$ cat config.mk
export PLATFORM = sky130hd
export DESIGN_NAME = sahcp_top
export DESIGN_NICKNAME = d
export VERILOG_FILES = /design/src/rtl/sahcp_sync.v /design/src/rtl/sahcp_sar.v /design/src/rtl/sahcp_top.v
export VERILOG_INCLUDE_DIRS = /design/src /design/src/rtl
export SDC_FILE = /design/constraint.sdc
export NUM_CORES = 1
export LEC_CHECK = 0
export ABC_AREA = 0
export BUFFER_PORTS_ARGS = -buffer_cell sky130_fd_sc_hd__buf_4
export CAP_MARGIN = 5
export CORE_MARGIN = 2
export CORE_UTILIZATION = 51
export DETAILED_ROUTE_END_ITERATION = 12
export PLACE_DENSITY = 0.84
export SLEW_MARGIN = 15
export SYNTH_ARGS = -nofsm -noshare
export SYNTH_HDL_FRONTEND = slang
export SYNTH_SLANG_ARGS = --single-unit
$ cat constraint.sdc
create_clock -name sys_clk -period 3.8 [get_ports sys_clk]
set_input_delay 0.38 -clock sys_clk [delete_from_list [all_inputs] [get_ports sys_clk]]
set_output_delay 0.38 -clock sys_clk [all_outputs]
set_load 0.01 [all_outputs]
$ cat src/rtl/sahcp_regs.vh
// Constants for the converter control port: APB offsets, fields, reset values, timing.
// Assumes a 10 MHz system clock; included by bare name from the rtl files.
`ifndef SAHCP_REGS_VH
`define SAHCP_REGS_VH

// ==========================================
// Register offsets (byte addresses)
`define SAHCP_CTRL_OFF 12'h000
`define SAHCP_STAT_OFF 12'h004
`define SAHCP_RSLT_OFF 12'h008
`define SAHCP_COMP_OFF 12'h00C

// ==========================================
// Control register fields
`define SAHCP_CTRL_SW_EN 0
`define SAHCP_CTRL_FULL 1
`define SAHCP_CTRL_RST 32'h0000_0000

// ==========================================
// Status register fields
`define SAHCP_STAT_BUSY 0
`define SAHCP_STAT_SHORT 1
`define SAHCP_STAT_OE 2
`define SAHCP_STAT_DONE 3

// ==========================================
// Timing
`define SAHCP_CLK_HZ 10000000
`define SAHCP_STEP_NS 100
`define SAHCP_STEP_CYC ((`SAHCP_STEP_NS * (`SAHCP_CLK_HZ / 1000000)) / 1000)
`define SAHCP_RES_BITS 12
`define SAHCP_SHORT_BITS 8

`endif

$ cat src/rtl/sahcp_sync.v
// Two-flop synchroniser for a bus of asynchronous pin levels.
// Assumes the inputs come from outside sys_clk; stage one feeds only stage two.
`timescale 1ns/1ps
module sahcp_sync #(
	parameter WIDTH = 4
) (
	// Clock and reset
	input wire sys_clk,
	input wire rst_n,
	input wire clk_en,
	// Levels
	input wire [WIDTH-1:0] async_in,
	output reg [WIDTH-1:0] sync_out
);
	reg [WIDTH-1:0] meta_q;

	always @(posedge sys_clk or negedge rst_n) begin
		if (!rst_n) begin
			meta_q <= {WIDTH{1'b0}};
			sync_out <= {WIDTH{1'b0}};
		end else if (clk_en) begin
			meta_q <= async_in;
			sync_out <= meta_q;
		end
	end
endmodule // sahcp_sync

$ cat src/rtl/sahcp_sar.v
// Successive-approximation sequencer: one result bit per step, MSB first.
// Assumes comp_in is already synchronous to sys_clk.
`timescale 1ns/1ps
`include "sahcp_regs.vh"
module sahcp_sar #(
	parameter NBITS = `SAHCP_RES_BITS,
	parameter STEP_CYC = `SAHCP_STEP_CYC
) (
	// Clock and reset
	input wire sys_clk,
	input wire rst_n,
	input wire clk_en,
	// Control
	input wire start,
	input wire short_len,
	input wire comp_in,
	// Outputs
	output reg [NBITS-1:0] trial_q,
	output reg [NBITS-1:0] result_q,
	output reg running_q,
	output reg done_q
);
	reg [3:0] bit_q;
	reg [7:0] tick_q;
	wire [3:0] last_bit;
	wire [NBITS-1:0] one_hot;

	localparam [31:0] TOP_BIT = NBITS - 1;
	localparam [31:0] SHORT_STOP = NBITS - `SAHCP_SHORT_BITS;
	localparam [31:0] STEP_LAST = STEP_CYC - 1;
	wire [NBITS-1:0] short_mask;

	// Stop point follows the current length so a recapture can change it
	assign last_bit = short_len ? SHORT_STOP[3:0] : 4'h0;
	// A late switch to short length must still clear the low bits
	assign short_mask = short_len ? ({NBITS{1'b1}} << SHORT_STOP) : {NBITS{1'b1}};
	assign one_hot = {{(NBITS-1){1'b0}}, 1'b1} << bit_q;

	always @(posedge sys_clk or negedge rst_n) begin
		if (!rst_n) begin
			trial_q <= {NBITS{1'b0}};
			result_q <= {NBITS{1'b0}};
			running_q <= 1'b0;
			done_q <= 1'b0;
			bit_q <= 4'h0;
			tick_q <= 8'h00;
		end else if (clk_en) begin
			done_q <= 1'b0;
			if (start && !running_q) begin
				running_q <= 1'b1;
				bit_q <= TOP_BIT[3:0];
				trial_q <= {1'b1, {(NBITS-1){1'b0}}};
				tick_q <= 8'h00;
			end else if (running_q) begin
				if (tick_q == STEP_LAST[7:0]) begin
					tick_q <= 8'h00;
					// Keep or drop the trial bit, then try the next
					// A recapture after the stop bit has passed ends the run here
					if (bit_q <= last_bit) begin
						// Unresolved low bits read as zero after a short run
						result_q <= (comp_in ? trial_q : (trial_q & ~one_hot))
							& ~(one_hot - {{(NBITS-1){1'b0}}, 1'b1}) & short_mask;
						running_q <= 1'b0;
						done_q <= 1'b1;
					end else begin
						trial_q <= (comp_in ? trial_q : (trial_q & ~one_hot))
							| (one_hot >> 1);
						bit_q <= bit_q - 4'h1;
					end
				end else begin
					tick_q <= tick_q + 8'h01;
				end
			end
		end
	end
endmodule // sahcp_sar

$ cat src/rtl/sahcp_top.v
// Control and read-out port of a 12-bit successive-approximation converter.
// Assumes asynchronous host pins and an APB master on sys_clk.
//
// Local design decisions: register access over APB and the register addresses.
`timescale 1ns/1ps
`include "sahcp_regs.vh"
module sahcp_top #(
	parameter NBITS = `SAHCP_RES_BITS,
	parameter STEP_CYC = `SAHCP_STEP_CYC
) (
	// Clock and reset
	input wire sys_clk,
	input wire rst_n,
	input wire clk_en,
	// Host control pins
	input wire chip_enable_hi,
	input wire select_low_in_n,
	input wire read_convert_sel,
	input wire byte_addr_short,
	input wire word_width_sel,
	// Comparator decision from the analog array
	input wire comp_in,
	// Three-state result pins, busy output and trial word to the comparator
	output reg [NBITS-1:0] result_bits_o,
	output reg [NBITS-1:0] result_bits_oe,
	output wire busy_o,
	output wire [NBITS-1:0] trial_o,
	// APB slave
	input wire psel,
	input wire penable,
	input wire pwrite,
	input wire [11:0] paddr,
	input wire [31:0] pwdata,
	output reg [31:0] prdata,
	output wire pready,
	output wire pslverr
);
	// ==========================================
	// Pin synchronisers
	// The comparator answers trial_o, a register of this clock, within one step,
	// so it skips the synchroniser: two flops would make each decision stale
	wire [4:0] pin_s;

	sahcp_sync #(
		.WIDTH(5)
	) u_sync (
		.sys_clk(sys_clk),
		.rst_n(rst_n),
		.clk_en(clk_en),
		.async_in({word_width_sel, byte_addr_short, read_convert_sel, select_low_in_n,
			chip_enable_hi}),
		.sync_out(pin_s)
	);

	wire ce_s = pin_s[0];
	wire cs_n_s = pin_s[1];
	wire rc_s = pin_s[2];
	wire addr_short_s = pin_s[3];
	wire w12_s = pin_s[4];

	// ==========================================
	// Registers
	reg [1:0] ctrl_q;
	reg [1:0] sw_start_q;
	reg start_cond_q;
	reg short_q;
	reg done_seen_q;
	wire apb_wr = psel && penable && pwrite;
	wire apb_rd_ok;

	// ==========================================
	// Start detection
	// A combined level means simultaneous changes give the same delay
	wire start_cond = ce_s && !cs_n_s && !rc_s;
	wire start_edge = start_cond && !start_cond_q;
	wire sw_start = ctrl_q[`SAHCP_CTRL_SW_EN] && sw_start_q[0];
	wire run;
	wire done;
	wire [NBITS-1:0] result;

	always @(posedge sys_clk or negedge rst_n) begin
		if (!rst_n) begin
			start_cond_q <= 1'b0;
			short_q <= 1'b0;
			done_seen_q <= 1'b0;
		end else if (clk_en) begin
			start_cond_q <= start_cond;
			// Recapture even while busy, so length can change mid-run
			if (start_edge || sw_start)
				short_q <= addr_short_s;
			if (done)
				done_seen_q <= 1'b1;
			else if (start_edge && !run)
				done_seen_q <= 1'b0;
		end
	end

	// Busy sequencer ignores starts while running
	sahcp_sar #(
		.NBITS(NBITS),
		.STEP_CYC(STEP_CYC)
	) u_sar (
		.sys_clk(sys_clk),
		.rst_n(rst_n),
		.clk_en(clk_en),
		.start(start_edge || sw_start),
		.short_len(start_edge ? addr_short_s : short_q),
		.comp_in(comp_in),
		.trial_q(trial_o),
		.result_q(result),
		.running_q(run),
		.done_q(done)
	);

	// Busy covers the done cycle, in which the result is latched, so it falls
	// only once the result stands and no gap opens between run and done
	assign busy_o = run || done;

	// ==========================================
	// Output drivers
	wire read_ok = rc_s && !busy_o && ce_s && !cs_n_s;
	always @(posedge sys_clk or negedge rst_n) begin
		if (!rst_n) begin
			result_bits_o <= {NBITS{1'b0}};
			result_bits_oe <= {NBITS{1'b0}};
		end else if (clk_en) begin
			if (!read_ok) begin
				result_bits_oe <= {NBITS{1'b0}};
			end else if (w12_s) begin
				result_bits_o <= result;
				result_bits_oe <= {NBITS{1'b1}};
			end else if (!addr_short_s) begin
				// 8 MSBs on the upper lines
				result_bits_o <= {result[11:4], 4'h0};
				result_bits_oe <= {{8{1'b1}}, 4'h0};
			end else begin
				// 4 LSBs left-justified then four zeros
				result_bits_o <= {result[3:0], 4'h0, 4'h0};
				result_bits_oe <= {{8{1'b1}}, 4'h0};
			end
		end
	end

	// ==========================================
	// APB slave
	assign pready = 1'b1;
	assign apb_rd_ok = (paddr == `SAHCP_CTRL_OFF) || (paddr == `SAHCP_STAT_OFF) ||
		(paddr == `SAHCP_RSLT_OFF) || (paddr == `SAHCP_COMP_OFF);
	assign pslverr = psel && penable && !apb_rd_ok;

	always @(posedge sys_clk or negedge rst_n) begin
		if (!rst_n) begin
			ctrl_q <= 2'b00;
			sw_start_q <= 2'b00;
		end else if (clk_en) begin
			sw_start_q <= 2'b00;
			if (apb_wr && paddr == `SAHCP_CTRL_OFF)
				ctrl_q <= pwdata[1:0];
			// Software start pulse, only while the pins hold the start levels
			if (apb_wr && paddr == `SAHCP_COMP_OFF)
				sw_start_q <= {1'b0, pwdata[0] && ce_s && !cs_n_s && !rc_s};
		end
	end

	always @* begin
		prdata = 32'h0000_0000;
		if (paddr == `SAHCP_CTRL_OFF)
			prdata = {30'h0000_0000, ctrl_q};
		else if (paddr == `SAHCP_STAT_OFF)
			prdata = {28'h000_0000, done_seen_q, |result_bits_oe, short_q, busy_o};
		else if (paddr == `SAHCP_RSLT_OFF)
			prdata = {20'h0_0000, result};
	end
endmodule // sahcp_top

==> results by group, run 1 <==
Run status
  – Status: complete, no violations

Floorplanning
  – Die W: 91.52 µm
  – Core ar.: 7331 µm²
  – Die span in y: 91.52 µm
  – Die area: 8375 µm²
  – Ports: 127
  – Starting Density: 53.29%
  – Row cnt: 31

Pwr
  – Pwr per Cell Area: 624.7 nW/µm²
  – Pwr Total: 2.854 mW
  – P_leak: 2.173 nW
  – VDD IR max: 440.0 µV

Placement
  – Area post-placement: 4347 µm²
  – DP HPWL: 6.679 mm
  – Dpl ws: 975.9 ps
  – Placed Cells: 578
  – Port bufs: 75
  – Placer Congestion: 0.9090

STA
  – Max_slew headroom: 42.03%
  – Crit path time final: 2844 ps
  – RSZ-0062 raised after global routing: false
  – TNS Setup: 0 ps
  – Fmax: 351.6 MHz
  – Fin Hold WS: 144.4 ps
  – Min setup slack post-route: 955.9 ps
  – Clock skew: 6.057 ps
  – Final Setup Violations: 0
  – Fin crit share: 74.84%
  – Slew Limit Fails: 0
  – Worst-Margin Slew: 866.9 ps
  – Final Hold Fails: 0

Job
  – Max Cap Violations: 0

Clock network
  – CTS Hold Buffers Added: 0
  – PostCTS Resize Cnt: 0
  – Worst skew pair latency: 350 ps
  – CTS tree: done
  – Setup Fix Bufs, Post-CTS: 0
  – Sink Count: 68
  – CTS H-Tree Depth: 3
  – Total CTS buffers: 9
  – Clock root buffer: clkbuf_8
  – Clock-pin slew on the worst setup and hold paths: 80 ps
  – Clk buf depth: 2

Critical path
  – Reg2Reg Launch Point: u_sync.sync_out[1]$_DFFE_PN0P_
  – R2r worst-path depth: 10
  – CP Launch Type: register
  – Worst Path Arrival: 3070 ps
  – Worst-path fanout max: 6
  – Worst Path Buf+Inv: 2
  – Top delay family on crit path: compound AO/OA/AOI/OAI gates
  – Crit-path slowest cell: dfrtp_1
  – Critical Path RT: 4020 ps
  – Crit path from: u_sync.sync_out[1]$_DFFE_PN0P_
  – Critical Path Stages: 10
  – Kind of critical path: reg -> reg
  – CP Cell Sequence: nor4b_2, buf_4, mux2i_1, inv_1, ha_1, a21oi_1, o21a_1, nand3_1, o311ai_0, o21ai_0
  – Worst path max stage delay: 410 ps
  – CP Capture Type: register

Synthesis
  – Predominant post-synthesis flop cell: dfrtp_1
  – Mean Syn Cell Area: 8.980 µm²
  – Sequential element share of the synthesized area: 43.56%
  – Syn Inst Count: 435
  – Synth Register Bits: 68
  – Ys Warns: 0
  – Share of flip-flops with an asynchronous set or reset: 100.0%
  – Post-synth EDFFs: 0
  – Synth cell types: 49
  – Synthesized area: 3906 µm²

GRT
  – Vias in the first global route: 3091
  – GRT Total Usage: 23.21%
  – Largest net degree at the start of global routing: 69
  – First-pass GRT wire length: 15.65 mm
  – Initial antenna violation count: 0
  – Total overflow reported by the global router: 0

Final layout
  – Area grow syn2layout: 16.98%
  – Final Core Density: 62.33%
  – Share of post-route cells with drive strength above 1: 23.43%
  – Inserted Diodes: 0
  – Fin area: 4569 µm²
  – Final Non-Filler Cells: 594
  – Nets@finish: 555
  – Commonest non-fill, non-tap cell in the layout: buf_4
  – Most frequent cells in the layout: buf_4 (77), nand2_1 (74), dfrtp_1 (68)

Drt
  – Vias/cell: 5.576
  – Via count: 3312
  – Initial drt markers: 161
  – WL/cell: 15.74 µm
  – DRC: 0
  – Post-DRT Antenna Nets: 0
  – TritonRoute pass-1 iters: 4
  – Wirelength, routed: 9.352 mm

Hold path
  – Path type of the worst min-delay path: in -> async
## logic make-up (layout without fill, tap and decap cells)
logic type	after synthesis	in the layout	synth area share [%]
flip-flops	68	68	43.56
AO/OA/AOI/OAI	106	106	17.33
buffers and inverters	70	111	10.25
other	2	21	0.1923
multiplexers	21	21	5.798
adder cells (fa/ha/maj)	9	9	2.883
AND/OR/NAND/NOR	159	159	19.99
## area by class of cell
cell class / instances / area (µm²)
Tap cell: 99 / 123.9
Clock buffer: 9 / 123.9
Fill cell: 628 / 2761
Multi-Input combinational cell: 316 / 1876
Sequential cell: 68 / 1702
Clock inverter: 7 / 98.84
Inverter: 18 / 67.56
Timing Repair Buffer: 77 / 578.1
## power breakdown
part	switching, mW	internal [mW]	leakage [nW]
Sequential	0.223	0.882	0.885
Combinational	0.644	0.430	1.18
Clock	0.301	0.374	0.110
Total	1.17	1.69	2.17
## state kept, by name, indices dropped and copies added (netlist names), 2 cells and up
signal / flops
ctrl_q: 2
result_bits_o: 12
result_bits_oe: 2
u_sar.bit_q: 4
u_sar.result_q: 12
u_sar.tick_q: 8
u_sar.trial_q: 12
u_sync.meta_q: 5
u_sync.sync_out: 5
## Yosys cell counts, drive strengths merged (4+ instances only)
library cell / number / area [µm²]
nand2: 75 / 284.0
dfrtp: 68 / 1702
o21ai: 55 / 275.3
buf: 37 / 276.5
nor2: 20 / 75.07
inv: 18 / 67.56
clkbuf: 15 / 56.30
and2: 13 / 81.33
mux2: 13 / 146.4
a21oi: 11 / 55.05
nand3: 10 / 50.05
nor2b: 10 / 62.56
ha: 9 / 112.6
mux2i: 8 / 80.08
a31oi: 7 / 43.79
and3: 7 / 43.79
nand4: 6 / 37.54
nor3: 5 / 30.03
nor4: 5 / 31.28
o2bb2ai: 5 / 43.79
o41ai: 4 / 65.06
## layer usage
metal / track usage, % / up-vias / routed length [µm]
met5: 0 / - / 0
met4: 7.828 / 0 / 153
met3: 5.228 / 15 / 766
met2: 35.17 / 143 / 4311
met1: 32.83 / 1575 / 4121
li1: - / 1579 / -
## final timing paths
kind	endpoint	slack (ps)
worst min-delay path	u_sar.tick_q[4]$_DFFE_PN0P_	140
worst max-delay path	u_sar.trial_q[4]$_DFFE_PN0P_	960
worst min register to register	result_bits_o[2]$_DFFE_PN0P_	490
min in group sys_clk	u_sync.meta_q[2]$_DFFE_PN0P_	260
worst max register to register	u_sar.trial_q[4]$_DFFE_PN0P_	960
max in group asynchronous	u_sar.result_q[6]$_DFFE_PN0P_	3110
Power figures use the tool's default switching activity.
==> run 2: changes to the inputs <==
--- a/config.mk
+++ b/config.mk
@@ -10,9 +10,9 @@
 export BUFFER_PORTS_ARGS = -buffer_cell sky130_fd_sc_hd__buf_4
 export CAP_MARGIN = 5
 export CORE_MARGIN = 2
-export CORE_UTILIZATION = 51
+export CORE_UTILIZATION = 46
 export DETAILED_ROUTE_END_ITERATION = 12
-export PLACE_DENSITY = 0.84
+export PLACE_DENSITY = 0.8
 export SLEW_MARGIN = 15
 export SYNTH_ARGS = -nofsm -noshare
 export SYNTH_HDL_FRONTEND = slang
==> constraint.sdc (replaced) <==
create_clock -name sys_clk -period 2.5 [get_ports sys_clk]
set_input_delay 0.25 -clock sys_clk [delete_from_list [all_inputs] [get_ports sys_clk]]
set_output_delay 0.25 -clock sys_clk [all_outputs]
set_load 0.01 [all_outputs]
==> run 2 against run 1 <==
Compared with the run above: setup slack got worse by 890 ps; cell count up 3.7%; sequential share of layout area shrank 1.6 points; routed wire length rose by 6.9%; die area rose by 10%; sequential power increased by 48%; critical path depth shrank 3; largest cell class unchanged; highest routed layer unchanged.
==> results by group, run 2 (synthesis gave the netlist of run 1 again) <==
Final layout
  – Share of post-route cells with drive strength above 1: 27.59% (was 23.43%)
  – Fin area: 4768 µm² (was 4569 µm²)
  – Commonest non-fill, non-tap cell in the layout: buf_4 (unchanged)
  – Inserted Diodes: 0 (unchanged)
  – Nets@finish: 571 (was 555)
  – Area grow syn2layout: 22.07% (was 16.98%)
  – Final Core Density: 58.03% (was 62.33%)
  – Final Non-Filler Cells: 616 (was 594)
  – Largest registers: result_bits_o (12), u_sar.result_q (12), u_sar.trial_q (12) (unchanged)
  – Most frequent cells in the layout: buf_4 (90), nand2_1 (71), dfrtp_1 (68) (was buf_4 (77), nand2_1 (74), dfrtp_1 (68))

STA
  – Slew Limit Fails: 0 (unchanged)
  – Clock skew: 11.04 ps (was 6.057 ps)
  – Max_slew headroom: 42.29% (was 42.03%)
  – Final Hold Fails: 0 (unchanged)
  – RSZ-0062 raised after global routing: true (was false)
  – Final Setup Violations: 0 (unchanged)
  – Worst-Margin Slew: 865.7 ps (was 866.9 ps)
  – TNS Setup: 0 ps (unchanged)
  – Fin Hold WS: 7.655 ps (was 144.4 ps)
  – Fmax: 411.0 MHz (was 351.6 MHz)
  – Crit path time final: 2433 ps (was 2844 ps)
  – Min setup slack post-route: 67.20 ps (was 955.9 ps)
  – Fin crit share: 97.31% (was 74.84%)

Clock network
  – Worst skew pair latency: 350 ps (about the same)
  – Clock-pin slew on the worst setup and hold paths: 70 ps (was 80 ps)
  – CTS H-Tree Depth: 3 (unchanged)
  – Clk buf depth: 2 (unchanged)
  – CTS Hold Buffers Added: 0 (unchanged)
  – Clock root buffer: clkbuf_8 (unchanged)
  – Total CTS buffers: 9 (unchanged)
  – CTS tree: done (unchanged)
  – Sink Count: 68 (unchanged)

Critical path
  – RR Endpoint: u_sar.result_q[1]$_DFFE_PN0P_ (was u_sar.trial_q[4]$_DFFE_PN0P_)
  – Worst-path fanout max: 7 (was 6)
  – CP Capture Type: register (unchanged)
  – Kind of critical path: reg -> reg (unchanged)
  – CP Launch Type: register (unchanged)
  – R2r worst-path depth: 7 (was 10)
  – Reg2Reg Launch Point: u_sync.sync_out[1]$_DFFE_PN0P_ (unchanged)
  – Critical Path RT: 2750 ps (was 4020 ps)
  – Worst Path Arrival: 2680 ps (was 3070 ps)
  – R2r setup slk: 70 ps (was 960 ps)

Drt
  – TritonRoute pass-1 iters: 4 (unchanged)
  – Via count: 3405 (was 3312)
  – Wirelength, routed: 9.994 mm (was 9.352 mm)
  – M1 WL: 4.495 mm (was 4.121 mm)
  – Met3 wire len: 680 µm (was 766 µm)
  – Initial drt markers: 177 (was 161)
  – Post-DRT Antenna Nets: 0 (unchanged)
  – Top Layer Used: met4 (unchanged)
  – DRC: 0 (unchanged)
  – Met2 wire len: 4.682 mm (was 4.311 mm)
  – WL/cell: 16.22 µm (was 15.74 µm)
  – Vias/cell: 5.528 (was 5.576)

Hold path
  – Path type of the worst min-delay path: in -> async (unchanged)

Placement
  – Area post-placement: 4454 µm² (was 4347 µm²)
  – DP HPWL: 7.111 mm (was 6.679 mm)
  – Dpl ws: 3.812 ps (was 975.9 ps)
  – Port bufs: 75 (unchanged)
  – Placer Congestion: 0.9591 (was 0.9090)
  – Placed Cells: 595 (was 578)

Floorplanning
  – Die area: 9245 µm² (was 8375 µm²)
  – Core ar.: 8217 µm² (was 7331 µm²)
  – Die span in y: 96.15 µm (was 91.52 µm)
  – Die W: 96.15 µm (was 91.52 µm)
  – Starting Density: 47.54% (was 53.29%)
  – Ports: 127 (unchanged)
  – Row cnt: 33 (was 31)

GRT
  – Initial antenna violation count: 0 (unchanged)
  – First-pass GRT wire length: 15.46 mm (was 15.65 mm)
  – GRT Total Usage: 21.87% (was 23.21%)
  – Vias in the first global route: 3155 (was 3091)
  – Total overflow reported by the global router: 0 (unchanged)
  – Largest net degree at the start of global routing: 69 (unchanged)

Pwr
  – VDD IR max: 652.7 µV (was 440.0 µV)
  – Pwr per Cell Area: 971.4 nW/µm² (was 624.7 nW/µm²)
  – P_leak: 2.254 nW (was 2.173 nW)
  – Pwr Total: 4.632 mW (was 2.854 mW)

Run status
  – Status: complete, no violations (unchanged)

Job
  – Max Cap Violations: 0 (unchanged)
## run 2: changes by cell type in the layout (fill, tap and decap cells not counted), moves of 2 or more
| cell | previous run | this run |
|---|---|---|
| nand2_2 | 1 | 4 |
| o21ai_0 | 48 | 39 |
| buf_4 | 77 | 90 |
| nand2_1 | 74 | 71 |
| buf_6 | 0 | 2 |
| inv_6 | 2 | 0 |
| clkbuf_1 | 0 | 2 |
| o21ai_1 | 7 | 16 |
| a21oi_1 | 11 | 9 |
## run 2: worst max path at each step
stage                              startpoint                             end  slack (ps)
2_1_floorplan  u_sync.sync_out[2]$_DFFE_PN0P_   u_sar.result_q[7]$_DFFE_PN0P_          20
3_3_place_gp         start_cond_q$_DFFE_PN0P_   u_sar.result_q[6]$_DFFE_PN0P_          70
3_5_place_dp         start_cond_q$_DFFE_PN0P_   u_sar.result_q[2]$_DFFE_PN0P_           4
4_1_cts              start_cond_q$_DFFE_PN0P_   u_sar.result_q[2]$_DFFE_PN0P_           9
5_1_grt        u_sync.sync_out[1]$_DFFE_PN0P_  u_sar.result_q[10]$_DFFE_PN0P_         -60
6_report       u_sync.sync_out[1]$_DFFE_PN0P_   u_sar.result_q[1]$_DFFE_PN0P_          70
## run 2: where the power goes
part / leakage [nW] / internal (mW) / switching [mW]
combinational: 1.26 / 0.825 / 1.16
clock: 0.107 / 0.588 / 0.417
sequential: 0.885 / 1.34 / 0.295
## run 2: layout make-up
class                           instances  area (µm²)
Inverter                               18       67.56
Clock buffer                           12       145.1
Fill cell                             726        3448
Tap cell                              105       131.4
Multi-Input combinational cell        317        1952
Sequential cell                        68        1702
Timing Repair Buffer                   92       698.2
Clock inverter                          4       72.57
## run 2: worst max-delay path: stages (launching register included)
cell and delay [ps]:
dfrtp_1 430, nor4b_4 340, mux2i_2 310, inv_2 80
ha_4 280, a21oi_4 60, or4_4 510, o41ai_2 320
## run 2: layer usage
| layer | track usage (%) | vias to the layer above |
|---|---|---|
| met5 | 0 | - |
| met4 | 7.619 | 0 |
| met3 | 5.168 | 14 |
| met2 | 35.01 | 144 |
| met1 | 28.99 | 1636 |
| li1 | - | 1611 |
## run 2: what timing repair did
item                       4_1_cts  5_1_grt
cloned                           0        1
setup endpoints to repair        1       25
buffers inserted                 1        3
resized for setup                0       22
pin swaps                        0        6
